==> src/keepalive_pkg.sv <==
// shared constants for the keep-alive frame scheduler
package keepalive_pkg;
  // timing: one interval unit is 20.48 ms, clock period 5 ns
  localparam int unsigned TICK_PERIOD_NS = 20480000;
  localparam int unsigned CLK_PERIOD_NS  = 5;
  localparam int unsigned TICK_CYCLES    = TICK_PERIOD_NS / CLK_PERIOD_NS;
  localparam int unsigned TICK_W         = 22;

  // register byte offsets
  localparam logic [7:0] OFS_CTRL     = 8'h00;
  localparam logic [7:0] OFS_MODE     = 8'h04;
  localparam logic [7:0] OFS_PERIOD   = 8'h08;
  localparam logic [7:0] OFS_PERIOD_B = 8'h0c;
  localparam logic [7:0] OFS_HEADER   = 8'h10;
  localparam logic [7:0] OFS_LENGTH   = 8'h14;
  localparam logic [7:0] OFS_DATA_LO  = 8'h18;
  localparam logic [7:0] OFS_DATA_HI  = 8'h1c;
  localparam logic [7:0] OFS_STORED   = 8'h20;
  localparam logic [7:0] OFS_STATUS   = 8'h24;

  // control, header and status register fields
  localparam int unsigned CTRL_PROTO_LSB  = 0;
  localparam int unsigned CTRL_ACTIVE_BIT = 4;
  localparam int unsigned CTRL_MON_BIT    = 5;
  localparam int unsigned CTRL_SILENT_BIT = 6;
  localparam int unsigned CTRL_GATE_BIT   = 8;
  localparam int unsigned HDR_EXT_BIT     = 31;
  localparam int unsigned ST_EN_BIT       = 0;
  localparam int unsigned ST_PEND_BIT     = 1;
  localparam int unsigned ST_MODE_LSB     = 2;
  localparam int unsigned ST_CNT_LSB      = 8;

  // encodings
  localparam logic [3:0] PROTO_NONE  = 4'h0;
  localparam logic [1:0] MODE_OFF    = 2'h0;
  localparam logic [1:0] MODE_ONE    = 2'h1;
  localparam logic [1:0] MODE_TWO    = 2'h2;
  localparam logic [7:0] STORED_ONE  = 8'h01;
  localparam logic [7:0] STORED_TWO  = 8'h02;
  localparam logic [7:0] PERIOD_OFF  = 8'h00;
  localparam logic [3:0] LEN_MAX     = 4'h8;
  localparam logic [28:0] ID11_MASK  = 29'h000007ff;

  // reset values; default id and payload are arbitrary neutral values
  localparam logic [7:0]  PERIOD_RST = 8'h62;
  localparam logic [7:0]  STORED_RST = 8'hff;
  localparam logic        GATE_RST   = 1'b1;
  localparam logic [28:0] ID_RST     = 29'h00000100;
  localparam logic [3:0]  LEN_RST    = 4'h8;
  localparam logic [31:0] DATA_LO_RST = 32'h00000000;
  localparam logic [31:0] DATA_HI_RST = 32'h00000000;
endpackage

==> src/tick_divider.sv <==
// divider that makes the 20.48 ms interval tick
`timescale 1ns/1ps
`default_nettype none
module tick_divider
  import keepalive_pkg::*;
#(
  parameter int unsigned TICK_LEN = TICK_CYCLES
)(
  input  wire logic pclk,
  input  wire logic presetn,
  input  wire logic run,
  input  wire logic clear,
  output logic      tick
);
  typedef struct packed {
    logic [TICK_W-1:0] cnt;
    logic              tick;
  } div_state_t;

  div_state_t s;
  div_state_t next_s;

  // count only while running so the phase restarts with every clear
  always_comb
  begin
    next_s = s;
    next_s.tick = 1'b0;
    if (clear || !run)
      next_s.cnt = '0;
    else if (s.cnt == TICK_W'(TICK_LEN - 1))
    begin
      next_s.cnt = '0;
      next_s.tick = 1'b1;
    end
    else
      next_s.cnt = s.cnt + TICK_W'(1);
  end

  always_ff @(posedge pclk or negedge presetn)
  begin
    if (!presetn)
      s <= '0;
    else
      s <= next_s;
  end

  assign tick = s.tick;
endmodule // tick_divider
`default_nettype wire

==> src/payload_store.sv <==
// two-word store for the keep-alive payload bytes
`timescale 1ns/1ps
`default_nettype none
module payload_store
  import keepalive_pkg::*;
(
  input  wire logic        pclk,
  input  wire logic        presetn,
  input  wire logic        we,
  input  wire logic        waddr,
  input  wire logic [31:0] wdata,
  input  wire logic        re,
  input  wire logic        raddr,
  output logic [31:0]      rdata,
  output logic [63:0]      content
);
  typedef struct packed {
    logic [1:0][31:0] words;
    logic [31:0]      rdata;
  } mem_state_t;

  mem_state_t s;
  mem_state_t next_s;

  // write and registered read port
  always_comb
  begin
    next_s = s;
    if (we)
      next_s.words[waddr] = wdata;
    if (re)
      next_s.rdata = s.words[raddr];
  end

  always_ff @(posedge pclk or negedge presetn)
  begin
    if (!presetn)
    begin
      s.words[0] <= DATA_LO_RST;
      s.words[1] <= DATA_HI_RST;
      s.rdata    <= '0;
    end
    else
      s <= next_s;
  end

  assign rdata = s.rdata;
  assign content = s.words; // byte 0 in bits 7:0
endmodule // payload_store
`default_nettype wire

==> src/keepalive_sender.sv <==
// keep-alive frame scheduler with its apb register file
//
// Local design decisions: the register offsets and register access over APB.
`timescale 1ns/1ps
`default_nettype none
// What this block does
// - a stored default mode of 01 or 02 alone never starts sending.
// - sending needs a protocol other than 0 in normal send/receive use.
// - monitoring mode blocks sending unless silent listening is off.
// - without a stored mode 1/2, host must pick mode 1 or 2 and go active.
// - gate off or period 00 blocks sending whatever else holds.
// - by default the frame has a built-in 11-bit id and 8 data bytes.
// - the frame always uses the id last loaded by the header command.
// - payload goes out as given, its length is the length register value capped at 8 bytes.
// - the interval is an 8-bit value in units of 20.48 ms, two commands.
// - after reset the period setting is 62 hex, about 2 seconds.
// - the period is a live compare value against the running counter.
// - counter clears on a mode write, on a period write only when idle.
// - sending is the and of protocol open, listen ok, mode, period and gate.
module keepalive_sender
  import keepalive_pkg::*;
#(
  parameter int unsigned TICK_LEN = TICK_CYCLES
)(
  input  wire logic        pclk,
  input  wire logic        presetn,
  input  wire logic        psel,
  input  wire logic        penable,
  input  wire logic        pwrite,
  input  wire logic [7:0]  paddr,
  input  wire logic [31:0] pwdata,
  output logic [31:0]      prdata,
  output logic             pready,
  output logic             pslverr,
  input  wire logic        can_busy,
  input  wire logic        tx_ack,
  output logic             tx_req,
  output logic [28:0]      tx_id,
  output logic             tx_ext,
  output logic [3:0]       tx_dlc,
  output logic [63:0]      tx_data
);
  // frame sequencer states; the fourth code is never entered
  typedef enum logic [1:0] {st_idle, st_wait_bus, st_request} tx_state_t;

  // all state in one record, filled by one comb copy each cycle
  typedef struct packed {
    logic [3:0]  proto;
    logic        active;
    logic        monitor;
    logic        silent_off;
    logic        gate;
    logic        mode_set;
    logic [1:0]  mode;
    logic [7:0]  stored_mode;
    logic [7:0]  period;
    logic [28:0] id;
    logic        ext;
    logic [3:0]  len;
    logic [7:0]  count;
    tx_state_t   st;
    logic [31:0] rdata;
    logic        rd_mem;
    logic [28:0] tx_id;
    logic        tx_ext;
    logic [3:0]  tx_dlc;
    logic [63:0] tx_data;
  } ka_state_t;

  ka_state_t   s;
  ka_state_t   next_s;
  // decode, enable and sequencing terms
  logic        setup_rd;
  logic        wr;
  logic        hit;
  logic        is_data;
  logic        mem_we;
  logic [31:0] mem_rdata;
  logic [63:0] mem_content;
  logic [1:0]  eff_mode;
  logic        enabled;
  logic        proto_open;
  logic        listen_ok;
  logic        mode_on;
  logic        period_on;
  logic        acc;
  logic        rd_hi;
  logic        tick;
  logic        mode_wr;
  logic        period_wr;
  logic        clr_cnt;
  logic        due;
  logic [8:0]  cnt_inc;

  // bus decode; zero wait states, so a write lands in the access cycle
  assign acc = psel & penable;
  assign setup_rd = psel & ~penable & ~pwrite;
  assign wr = acc & pwrite;
  assign rd_hi = (paddr == OFS_DATA_HI);
  assign is_data = (paddr == OFS_DATA_LO) || (paddr == OFS_DATA_HI);
  assign hit = (paddr == OFS_CTRL) || (paddr == OFS_MODE)
            || (paddr == OFS_PERIOD) || (paddr == OFS_PERIOD_B)
            || (paddr == OFS_HEADER) || (paddr == OFS_LENGTH)
            || is_data || (paddr == OFS_STORED)
            || (paddr == OFS_STATUS);
  assign mem_we = wr & is_data;
  assign mode_wr = wr & (paddr == OFS_MODE);
  assign period_wr = wr & ((paddr == OFS_PERIOD)
                        || (paddr == OFS_PERIOD_B));

  // the stored default only stands in until the host picks a mode
  always_comb
  begin
    if (s.mode_set)
      eff_mode = s.mode;
    else if (s.stored_mode == STORED_ONE)
      eff_mode = MODE_ONE;
    else if (s.stored_mode == STORED_TWO)
      eff_mode = MODE_TWO;
    else
      eff_mode = MODE_OFF;
  end

  // the held conditions, kept apart so each one reads on its own
  assign proto_open = (s.proto != PROTO_NONE) && s.active;
  assign listen_ok = !s.monitor || s.silent_off;
  assign mode_on = (eff_mode == MODE_ONE)
                || (eff_mode == MODE_TWO);
  assign period_on = (s.period != PERIOD_OFF);
  // stored mode alone is never enough; the gate overrides everything
  assign enabled = proto_open && listen_ok && mode_on
                && period_on && s.gate;

  // restart timing on a mode pick; a period write mid-stream does not
  assign clr_cnt = mode_wr
                 | (period_wr & ~enabled) | ~enabled;
  assign cnt_inc = {1'b0, s.count} + 9'h001;
  // greater-or-equal so a shortened period still fires promptly
  assign due = enabled & tick
            & (cnt_inc >= {1'b0, s.period});

  // the divider stops while disabled so every enable starts a full tick
  tick_divider #(
    .TICK_LEN (TICK_LEN)
  ) u_tick (
    .pclk    (pclk),
    .presetn (presetn),
    .run     (enabled),
    .clear   (clr_cnt),
    .tick    (tick)
  );

  // payload words live in their own store with a registered read port
  payload_store u_payload (
    .pclk    (pclk),
    .presetn (presetn),
    .we      (mem_we),
    .waddr   (rd_hi),
    .wdata   (pwdata),
    .re      (setup_rd & is_data),
    .raddr   (rd_hi),
    .rdata   (mem_rdata),
    .content (mem_content)
  );

  // register writes, read capture, interval counter and frame sequencer
  always_comb
  begin
    next_s = s;
    if (wr)
    begin
      unique case (paddr)
        OFS_CTRL:
        begin
          next_s.proto = pwdata[CTRL_PROTO_LSB +: 4];
          next_s.active = pwdata[CTRL_ACTIVE_BIT];
          next_s.monitor = pwdata[CTRL_MON_BIT];
          next_s.silent_off = pwdata[CTRL_SILENT_BIT];
          next_s.gate = pwdata[CTRL_GATE_BIT];
        end
        OFS_MODE:
        begin
          next_s.mode = pwdata[1:0];
          next_s.mode_set = 1'b1;
        end
        OFS_PERIOD, OFS_PERIOD_B:
          next_s.period = pwdata[7:0];
        OFS_HEADER:
        begin
          next_s.ext = pwdata[HDR_EXT_BIT];
          next_s.id = pwdata[HDR_EXT_BIT] ? pwdata[28:0]
                    : (pwdata[28:0] & ID11_MASK);
        end
        OFS_LENGTH:
          next_s.len = (pwdata[3:0] > LEN_MAX) ? LEN_MAX
                     : pwdata[3:0];
        OFS_STORED:
          next_s.stored_mode = pwdata[7:0];
        default:
          next_s.len = s.len; // payload, status and unmapped
      endcase
    end

    // read data is captured in the setup cycle, ready in the access one
    if (setup_rd)
    begin
      next_s.rd_mem = is_data;
      unique case (paddr)
        OFS_CTRL:
        begin
          next_s.rdata = '0;
          next_s.rdata[CTRL_PROTO_LSB +: 4] = s.proto;
          next_s.rdata[CTRL_ACTIVE_BIT] = s.active;
          next_s.rdata[CTRL_MON_BIT] = s.monitor;
          next_s.rdata[CTRL_SILENT_BIT] = s.silent_off;
          next_s.rdata[CTRL_GATE_BIT] = s.gate;
        end
        OFS_MODE:
          next_s.rdata = {30'h00000000, s.mode};
        OFS_PERIOD, OFS_PERIOD_B:
          next_s.rdata = {24'h000000, s.period};
        OFS_HEADER:
          next_s.rdata = {s.ext, 2'h0, s.id};
        OFS_LENGTH:
          next_s.rdata = {28'h0000000, s.len};
        OFS_STORED:
          next_s.rdata = {24'h000000, s.stored_mode};
        OFS_STATUS:
        begin
          next_s.rdata = '0;
          next_s.rdata[ST_EN_BIT] = enabled;
          next_s.rdata[ST_PEND_BIT] = (s.st != st_idle);
          next_s.rdata[ST_MODE_LSB +: 2] = eff_mode;
          next_s.rdata[ST_CNT_LSB +: 8] = s.count;
        end
        default:
          next_s.rdata = '0;
      endcase
    end

    // interval counter
    if (clr_cnt)
      next_s.count = '0;
    else if (due)
      next_s.count = '0;
    else if (tick)
      next_s.count = cnt_inc[7:0];

    // one frame at most waits; it never cuts into bus traffic
    unique case (s.st)
      st_idle:
        if (due)
          next_s.st = st_wait_bus;
      st_wait_bus:
        if (!enabled)
          next_s.st = st_idle;
        else if (!can_busy)
        begin
          next_s.st = st_request;
          next_s.tx_id = s.id;
          next_s.tx_ext = s.ext;
          next_s.tx_dlc = s.len;
          next_s.tx_data = mem_content;
        end
      st_request:
        if (tx_ack)
          next_s.st = st_idle;
      default:
        next_s.st = st_idle; // unused code falls back to idle
    endcase
  end

  // reset loads the defaults; only constants in this branch
  always_ff @(posedge pclk or negedge presetn)
  begin
    if (!presetn)
    begin
      s <= '0;
      s.gate <= GATE_RST;
      s.mode <= MODE_OFF;
      s.stored_mode <= STORED_RST;
      s.period <= PERIOD_RST;
      s.id <= ID_RST;
      s.len <= LEN_RST;
      s.st <= st_idle;
    end
    else
      s <= next_s;
  end

  // no wait states: every access ends in its first access cycle
  assign pready = 1'b1;
  assign pslverr = acc & ~hit;
  assign prdata = s.rd_mem ? mem_rdata : s.rdata;
  assign tx_req = (s.st == st_request);
  assign tx_id = s.tx_id;
  assign tx_ext = s.tx_ext;
  assign tx_dlc = s.tx_dlc;
  assign tx_data = s.tx_data;
endmodule // keepalive_sender
`default_nettype wire

==> config.mk <==
export PLATFORM = sky130hd
export DESIGN_NAME = keepalive_sender
export DESIGN_NICKNAME = d
export VERILOG_FILES = /design/src/keepalive_pkg.sv /design/src/tick_divider.sv /design/src/payload_store.sv /design/src/keepalive_sender.sv
export SDC_FILE = /design/constraint.sdc
export NUM_CORES = 1
export LEC_CHECK = 0
export ABC_AREA = 1
export BUFFER_PORTS_ARGS = -buffer_cell sky130_fd_sc_hd__buf_2
export CAP_MARGIN = 10
export CELL_PAD_IN_SITES_DETAIL_PLACEMENT = 1
export CELL_PAD_IN_SITES_GLOBAL_PLACEMENT = 2
export CORE_MARGIN = 4
export CORE_UTILIZATION = 30
export CTS_CLUSTER_SIZE = 25
export DETAILED_ROUTE_END_ITERATION = 6
export GPL_TIMING_DRIVEN = 0
export PLACE_DENSITY = 0.72
export SLEW_MARGIN = 0
export SYNTH_ARGS = -nofsm -noshare
export SYNTH_HDL_FRONTEND = slang
export SYNTH_SLANG_ARGS = --single-unit
==> constraint.sdc <==
create_clock -name pclk -period 2.5 [get_ports pclk]
set_clock_uncertainty 0.2 [all_clocks]
set_input_delay 0.375 -clock pclk [delete_from_list [all_inputs] [get_ports pclk]]
set_output_delay 0.375 -clock pclk [all_outputs]
set_load 0.01 [all_outputs]
==> key figures, run 1 <==
Finish
  • Commonest non-fill, non-tap cells in the layout: 473 x nand2_1, 302 x dfrtp_1, 198 x buf_2
  • Nets@finish: 2009
  • Area Growth Syn to Fin: 24.6%
  • Final core occ: 38.0%
  • Commonest non-fill, non-tap cell in the layout: nand2_1
  • Antenna diode count: 0
  • FILL cells: 5686
  • Fraction of layout cells with a size suffix above 1: 23.9%

Floorplanning
  • Die W: 229 um
  • Core area: 48000 um2
  • Die Y-Extent: 229 um
  • Initial core utilization: 30.5%
  • Num ports: 180
  • Die area: 52400 um2
  • Cell row count: 80

Synthesis
  • Post-Syn Area: 14700 um2
  • Ranking of synthesized cells by area: dfrtp_1 52%, nand2_1 12%, o21ai_0 6.7%, buf_4 5.0%, inv_1 4.2%
  • Avg Synthesized Cell Area: 8.70 um2
  • Ys Warns: 0
  • Sequential-to-total area share from yosys stat: 54.6%
  • Syn_nets: 1742
  • Distinct cells, synth: 43
  • Flops & latches, synth: 319
  • Post-Synthesis Cells: 1685
  • Synth top area share: 52.1%
  • Leading area contributor after synthesis: dfrtp_1

Worst setup path
  • Worst R2R Start: s[133]
  • CP required: 2730 ps
  • Worst EP arrival: 2790 ps
  • Crit-path max FO: 8
  • RR Endpoint: s[137]
  • CP Launch Type: register
  • FF-to-FF setup slack: -60 ps
  • Setup crit end: s[137]
  • Worst Setup SP: s[133]
  • Crit Path Class: reg2reg
  • Cells on worst reg2reg path: 14
  • Crit end category: register

Global route
  • Vias in the first global route: 13200
  • GRT Resource Usage Total: 19.0%
  • Initial antenna violation count: 0
  • Largest net degree at the start of global routing: 120
  • GRT overflow: 0
  • Global-route wire length before repair: 78700 um

Timing
  • RSZ-0062 raised after global routing: yes
  • Top achievable clock speed: 391 MHz
  • Tcrit/Tclk final: 102%
  • Final WS setup: -58.7 ps
  • Max Slew Vio Count: 0
  • Tmin final: 2560 ps
  • Slew headroom: 45.7%
  • Final setup violation count: 8
  • Final Hold Vio Count: 0
  • Slew @ Worst Pin: 811 ps

Placement
  • Port Buffers: 178
  • Gpl congestion: 0.834
  • Final HPWL DP: 38300 um

Clocking
  • Maximum buffer depth of the clock tree: 3
  • Clock sink count: 319
  • Worst-path clk slew: 70 ps
  • Root Buffer: clkbuf_16
  • CTS tree: built
  • Worst skew pair latency: 540 ps
  • Clock H-tree levels: 2
  • Number of CTS-inserted buffers: 38

Pwr
  • Comb power frac: 4.7%
  • PD cells: 605 nW/um2
  • NetSw: 2.62 mW
  • Overall power: 11.1 mW
  • Leakage: 9.54 nW
  • Pint: 8.43 mW
  • Flop pwr share: 47.6%
  • Clock network fraction of total power: 47.7%
  • Sw frac: 23.7%
  • Worst vdd ir: 334 uV

Drt
  • Antenna Nets Post-Route: 0
  • WL met3: 2020 um
  • Total Wirelength: 50000 um
  • Routed len/inst: 19.3 um
  • Via/cell ratio: 4.75
  • Vias: 12300
  • Met1 Wirelength: 23200 um
  • Residual DRC count: 0
  • DR WL met2: 23500 um
  • Initial DRC Count: 692
  • Top Layer Used: met4
  • Pre-Repair DR Iteration Count: 4

Job
  • Max-Cap Viols: 0

Min path
  • Worst min path class: in2reg

Status
  • Status: finished with violations
  • Violated checks: setup timing
[sequential cells by signal, indices dropped and copies added, names as in the netlist]
| register | flops |
|---|---|
| tx_id | 29 |
| tx_dlc | 4 |
| tx_ext | 1 |
| u_tick.s | 22 |
| tx_data | 64 |
| u_tick.tick | 1 |
| u_payload.content | 64 |
| s | 102 |
| u_payload.rdata | 32 |
[worst max-delay path, cell delays in order, from the launching register on]
cell and delay, ps:
dfrtp_2 400, ha_4 170, nand3_4 100, nor3_4 140, xor2_1 180, inv_1 110, ha_4 290, nand2_1 50
nand3b_1 180, nand3b_1 210, nand2_2 110, nor2_4 40, buf_12 130, nand3_1 70, nand2_1 60
[what timing repair did]
item                                    4_1_cts  5_1_grt
hold buffers                                 28        0
setup buffers                                 7       11
endpoints found under the hold margin       175        0
pin swaps                                    11       19
endpoints found under the setup margin       42       98
resized for setup                            58       26
[worst min-delay path by stage]
stage	cells past startpoint	start	end	slack [ps]
6_report	3	pwdata[28]	s[174]	20
5_1_grt	3	pwdata[28]	s[174]	20
4_1_cts	3	pwdata[16]	s[162]	4
3_5_place_dp	1	presetn	u_tick.s[18]	110
3_3_place_gp	2	tx_data[24]	tx_data[24]	260
2_1_floorplan	0	presetn	s[100]	-120
[metrics by stage]
step           setup TNS, ps  std cells  cell area, um2  hold WS (ps)  setup WS [ps]
6_report                -384       2594           18300          20.8          -58.7
5_1_grt                -1660       2594           18300          21.7           -206
4_1_cts                 -389       2583           18100          4.29          -61.7
3_5_place_dp          -27160       2481           16400           107           -447
3_3_place_gp        -1744270       2478           16300           260          -5520
2_1_floorplan              0       1685           14700          -121           70.9
[cell usage after synthesis]
library cell and instances:
xor2_1 9, nor3_4 2, nand2_4 1, nand4_1 10
a21oi_1 10, nand3b_1 2, o21ai_1 20, nand2_1 478
or2_2 3, nor2_4 1, nor2_2 6, nor3_2 2
o22ai_1 25, o21ai_0 195, buf_1 1, o221ai_1 34
inv_2 3, nand4_4 1, inv_1 164, buf_2 21
ha_1 10, o21a_1 1, o2111ai_1 1, buf_4 98
buf_6 9, conb_1 1, nand3_2 1, o21ai_2 5
a2111oi_0 1, o31ai_1 15, dfstp_2 14, nor4_1 2
clkbuf_1 43, nor3_1 16, dfrtp_1 305, clkinv_1 1
clkbuf_2 1, xnor2_1 4, o211ai_1 1, o21bai_1 2
nand2_2 4, nor2_1 65, nand3_1 97
[layout make-up]
class	instances	area, um2	share of cell area [%]
inverters	168	631	3.45
repair buffers	227	1420	7.77
multi-input cells	1025	5090	27.9
clock buffers	57	1100	6.04
plain buffers	173	1170	6.39
clock inverters	10	71.3	0.391
well taps	615	769	4.22
flip-flops and latches	319	8000	43.8
[kinds of logic (layout without fill, tap and decap cells)]
family	Yosys count	after routing	synth area share, %
adder cells (fa/ha/maj)	10	10	0.854
XOR/XNOR	13	13	0.777
AO/OA/AOI/OAI	310	310	12.2
other	1	1	0.0256
flip-flops	319	319	54.6
buffers and inverters	341	635	11.9
AND/OR/NAND/NOR	691	691	19.7
[power by group through the flow]
stage / sequential [mW] / clock (mW) / combinational [mW]
after floorplan: 5.34 / 0 / 0.165
after global placement: 5.35 / 0 / 0.431
after detailed placement: 5.35 / 0 / 0.458
after CTS: 5.26 / 5.44 / 0.505
after global routing: 5.26 / 5.66 / 0.578
final: 5.26 / 5.28 / 0.515
[routing by layer]
layer | up-vias | track usage, %
met5 | - | 0
met4 | 0 | 5.25
met3 | 71 | 3.21
met2 | 247 | 31.1
met1 | 6079 | 26.3
li1 | 5921 | -
No activity file was read; power rests on OpenSTA's default activity.
==> inputs of run 2 (changes only) <==
--- a/config.mk
+++ b/config.mk
@@ -5,17 +5,15 @@
 export SDC_FILE = /design/constraint.sdc
 export NUM_CORES = 1
 export LEC_CHECK = 0
-export ABC_AREA = 1
 export BUFFER_PORTS_ARGS = -buffer_cell sky130_fd_sc_hd__buf_2
 export CAP_MARGIN = 10
 export CELL_PAD_IN_SITES_DETAIL_PLACEMENT = 1
 export CELL_PAD_IN_SITES_GLOBAL_PLACEMENT = 2
-export CORE_MARGIN = 4
 export CORE_UTILIZATION = 30
 export CTS_CLUSTER_SIZE = 25
 export DETAILED_ROUTE_END_ITERATION = 6
 export GPL_TIMING_DRIVEN = 0
-export PLACE_DENSITY = 0.72
+export PLACE_DENSITY = 0.64
 export SLEW_MARGIN = 0
 export SYNTH_ARGS = -nofsm -noshare
 export SYNTH_HDL_FRONTEND = slang
==> constraint.sdc (replaced) <==
create_clock -name pclk -period 2.4 [get_ports pclk]
set_clock_uncertainty 0.2 [all_clocks]
set_input_delay 0.36 -clock pclk [delete_from_list [all_inputs] [get_ports pclk]]
set_output_delay 0.36 -clock pclk [all_outputs]
set_load 0.01 [all_outputs]
==> run 2 against run 1 <==
  * The run still ends with setup timing left
  * Register-to-register slack got worse by 90 ps
  * Fmax rose by 0.59%
  * Via count is 18% lower
  * Clock power increased by 10%
  * Setup slack worse by 85 ps
==> key figures, run 2 <==
Status
  • Status: finished with violations
  • Violated checks: setup timing

Worst setup path
  • CP Launch Type: register
  • Crit-path cells: and4_4 > nand4_1 > xnor2_2 > ha_4 > nand4_1 > a21oi_4 > a21oi_4 > a211o_1 > a21oi_1
  • Crit Path Class: reg2reg
  • Slowest cell delay on critical path: 400 ps
  • Max stage delay cell, worst path: dfrtp_2
  • Crit-path max FO: 5
  • Worst EP arrival: 2810 ps
  • CP required: 2660 ps
  • Crit end category: register
  • FF-to-FF setup slack: -140 ps

Timing
  • RSZ-0062 raised after global routing: yes
  • Tcrit/Tclk final: 106%
  • WHS: 53.5 ps
  • Slew headroom: 39.6%
  • Top achievable clock speed: 393 MHz
  • Max Slew Vio Count: 0
  • Final setup violation count: 59
  • Slew @ Worst Pin: 906 ps
  • Final WS setup: -144 ps
  • Final TNS setup: -2710 ps
  • Final Hold Vio Count: 0
  • Tmin final: 2540 ps

Global route
  • Largest net degree at the start of global routing: 119
  • GRT Resource Usage Total: 17.7%
  • GRT overflow: 0
  • Global-route wire length before repair: 66700 um
  • Initial antenna violation count: 0
  • Vias in the first global route: 10900

Drt
  • Total Wirelength: 43200 um
  • Antenna Nets Post-Route: 0
  • Routed len/inst: 20.1 um
  • Initial DRC Count: 469
  • Residual DRC count: 0
  • Via/cell ratio: 4.72
  • Pre-Repair DR Iteration Count: 4
  • Vias: 10100

Floorplanning
  • Initial core utilization: 30.3%
  • Die W: 222 um
  • Die area: 49100 um2
  • Num ports: 180
  • Core area: 47600 um2
  • Cell row count: 80
  • Die Y-Extent: 222 um

Finish
  • FILL cells: 5119
  • Final core occ: 39.8%
  • Area Growth Syn to Fin: 31.1%
  • Post-route cell area: 18900 um2
  • Number of flip-flops in the largest register: 102
  • Antenna diode count: 0
  • Fraction of layout cells with a size suffix above 1: 47.1%
  • Nets@finish: 1564
  • Commonest non-fill, non-tap cell in the layout: dfrtp_1
  • Commonest non-fill, non-tap cells in the layout: 297 x dfrtp_1, 219 x mux2_2, 183 x buf_2
  • Register with the most flip-flops: s

Synthesis
  • Ranking of synthesized cells by area: dfrtp_1 53%, mux2_2 17%, buf_4 5.2%, nand2_1 2.7%, mux2i_1 2.6%
  • Commonest cells post-synth: 305 x dfrtp_1, 221 x mux2_2, 103 x nand2_1, 101 x buf_4, 88 x nor2_1
  • Fraction of registers with async set or reset after synthesis: 100%
  • Syn_nets: 1254
  • Ys Warns: 0
  • Post-synth EDFFs: 0
  • Flops & latches, synth: 319
  • Top-count cell post-synth: dfrtp_1
  • Synth top area share: 52.8%
  • Sequential-to-total area share from yosys stat: 55.3%
  • Avg Synthesized Cell Area: 12.1 um2
  • Post-Synthesis Cells: 1197
  • Distinct cells, synth: 60
  • Primary FF master, synth: dfrtp_1
  • Leading area contributor after synthesis: dfrtp_1
  • Post-Syn Area: 14500 um2

Clocking
  • Clock sink count: 319
  • Worst-path clk slew: 60 ps
  • Maximum buffer depth of the clock tree: 3
  • Worst skew pair latency: 560 ps
  • Root Buffer: clkbuf_16
  • CTS tree: built
  • Clock H-tree levels: 2
  • Number of CTS-inserted buffers: 39

Pwr
  • Flop pwr share: 46.2%
  • Leakage: 9.58 nW
  • Worst vdd ir: 412 uV
  • Pint: 9.25 mW
  • Sw frac: 23.1%
  • Comb power frac: 5.5%
  • Clock network fraction of total power: 48.4%
  • PD cells: 635 nW/um2
  • NetSw: 2.78 mW

Placement
  • Final HPWL DP: 29400 um
  • Area after DPL: 16200 um2
  • Port Buffers: 176
  • Gpl congestion: 0.795

Min path
  • Worst min path class: in2reg

Job
  • Max-Cap Viols: 0
## run 2: cell count changes after synthesis, moves of 23 or more
cell	change
mux2_2	+221
o221ai_1	-34
o22ai_1	-25
a21oi_1	+35
nor2_1	+23
o21ai_0	-168
mux2i_1	+38
nand3_1	-66
nand2_1	-375
inv_1	-149
## run 2: final cells by class
cell class / count / area [um2] / area share, %
Timing Repair Buffer: 271 / 1930 / 10.2
Buffer: 151 / 1110 / 5.84
Clock buffer: 58 / 1140 / 6.02
Clock inverter: 10 / 118 / 0.621
Inverter: 16 / 60.1 / 0.317
Sequential cell: 319 / 8010 / 42.3
Tap cell: 615 / 769 / 4.06
Multi-Input combinational cell: 709 / 5820 / 30.7
## run 2: final timing paths
path	cells after the start	endpoint	startpoint
max	9	s[131]	s[135]
min	4	s[99]	paddr[6]
max reg2reg	9	s[131]	s[135]
min reg2reg	2	s[127]	s[127]
max in group asynchronous	3	s[178]	presetn
min in group asynchronous	2	tx_data[18]	presetn
## run 2: metal layers
| layer | vias to the layer above | global-route usage, % | share of wire (%) |
|---|---|---|---|
| met3 | 54 | 3.45 | 4.3 |
| met1 | 5195 | 23.8 | 46 |
| li1 | 4691 | - | - |
| met2 | 194 | 29.5 | 49 |
| met4 | 0 | 3.85 | 1.6 |
| met5 | - | 0 | 0 |
## run 2: cell families after synthesis
family                     share of synthesized area (%)
muxes                                               20.6
other                                             0.0259
adders and majority gates                          0.935
and+or+nand+nor                                     9.14
AOI/OAI and AO/OA                                   5.00
DFF                                                 55.3
buffers and inverters                               7.30
xor gates and xnor gates                            1.64
## run 2: critical path, delay by kind of cell, from the launching register on
kind | cells | cell delay (ps)
XOR/XNOR | 1 | 210
AND/OR/NAND/NOR | 3 | 540
adder cells (fa/ha/maj) | 1 | 320
AO/OA/AOI/OAI | 4 | 760
flip-flops | 1 | 400
## run 2: metrics by stage
step	power [mW]	cells	setup slack, ps
finish	12.0	2149	-144
global route	12.5	2149	-250
CTS	12.2	2130	-72.6
detailed placement	6.24	1990	-810
global placement	6.22	1988	-5700
floorplan	5.87	1197	19.8
## run 2: power groups by stage
stage	logic, mW	registers (mW)	clock network, mW
after floorplan	0.254	5.62	0
after global placement	0.566	5.65	0
after detailed placement	0.586	5.65	0
after CTS	0.659	5.56	6.00
after global routing	0.728	5.56	6.18
final	0.657	5.55	5.82
## run 2: repair_timing
item / 4_1_cts / 5_1_grt
pin swaps: 18 / 15
hold buffers: 34 / 0
setup endpoints to repair: 278 / 224
gates resized for setup: 103 / 44
gates cloned: 6 / 1
hold endpoints to repair: 188 / 0
setup buffers: 35 / 20
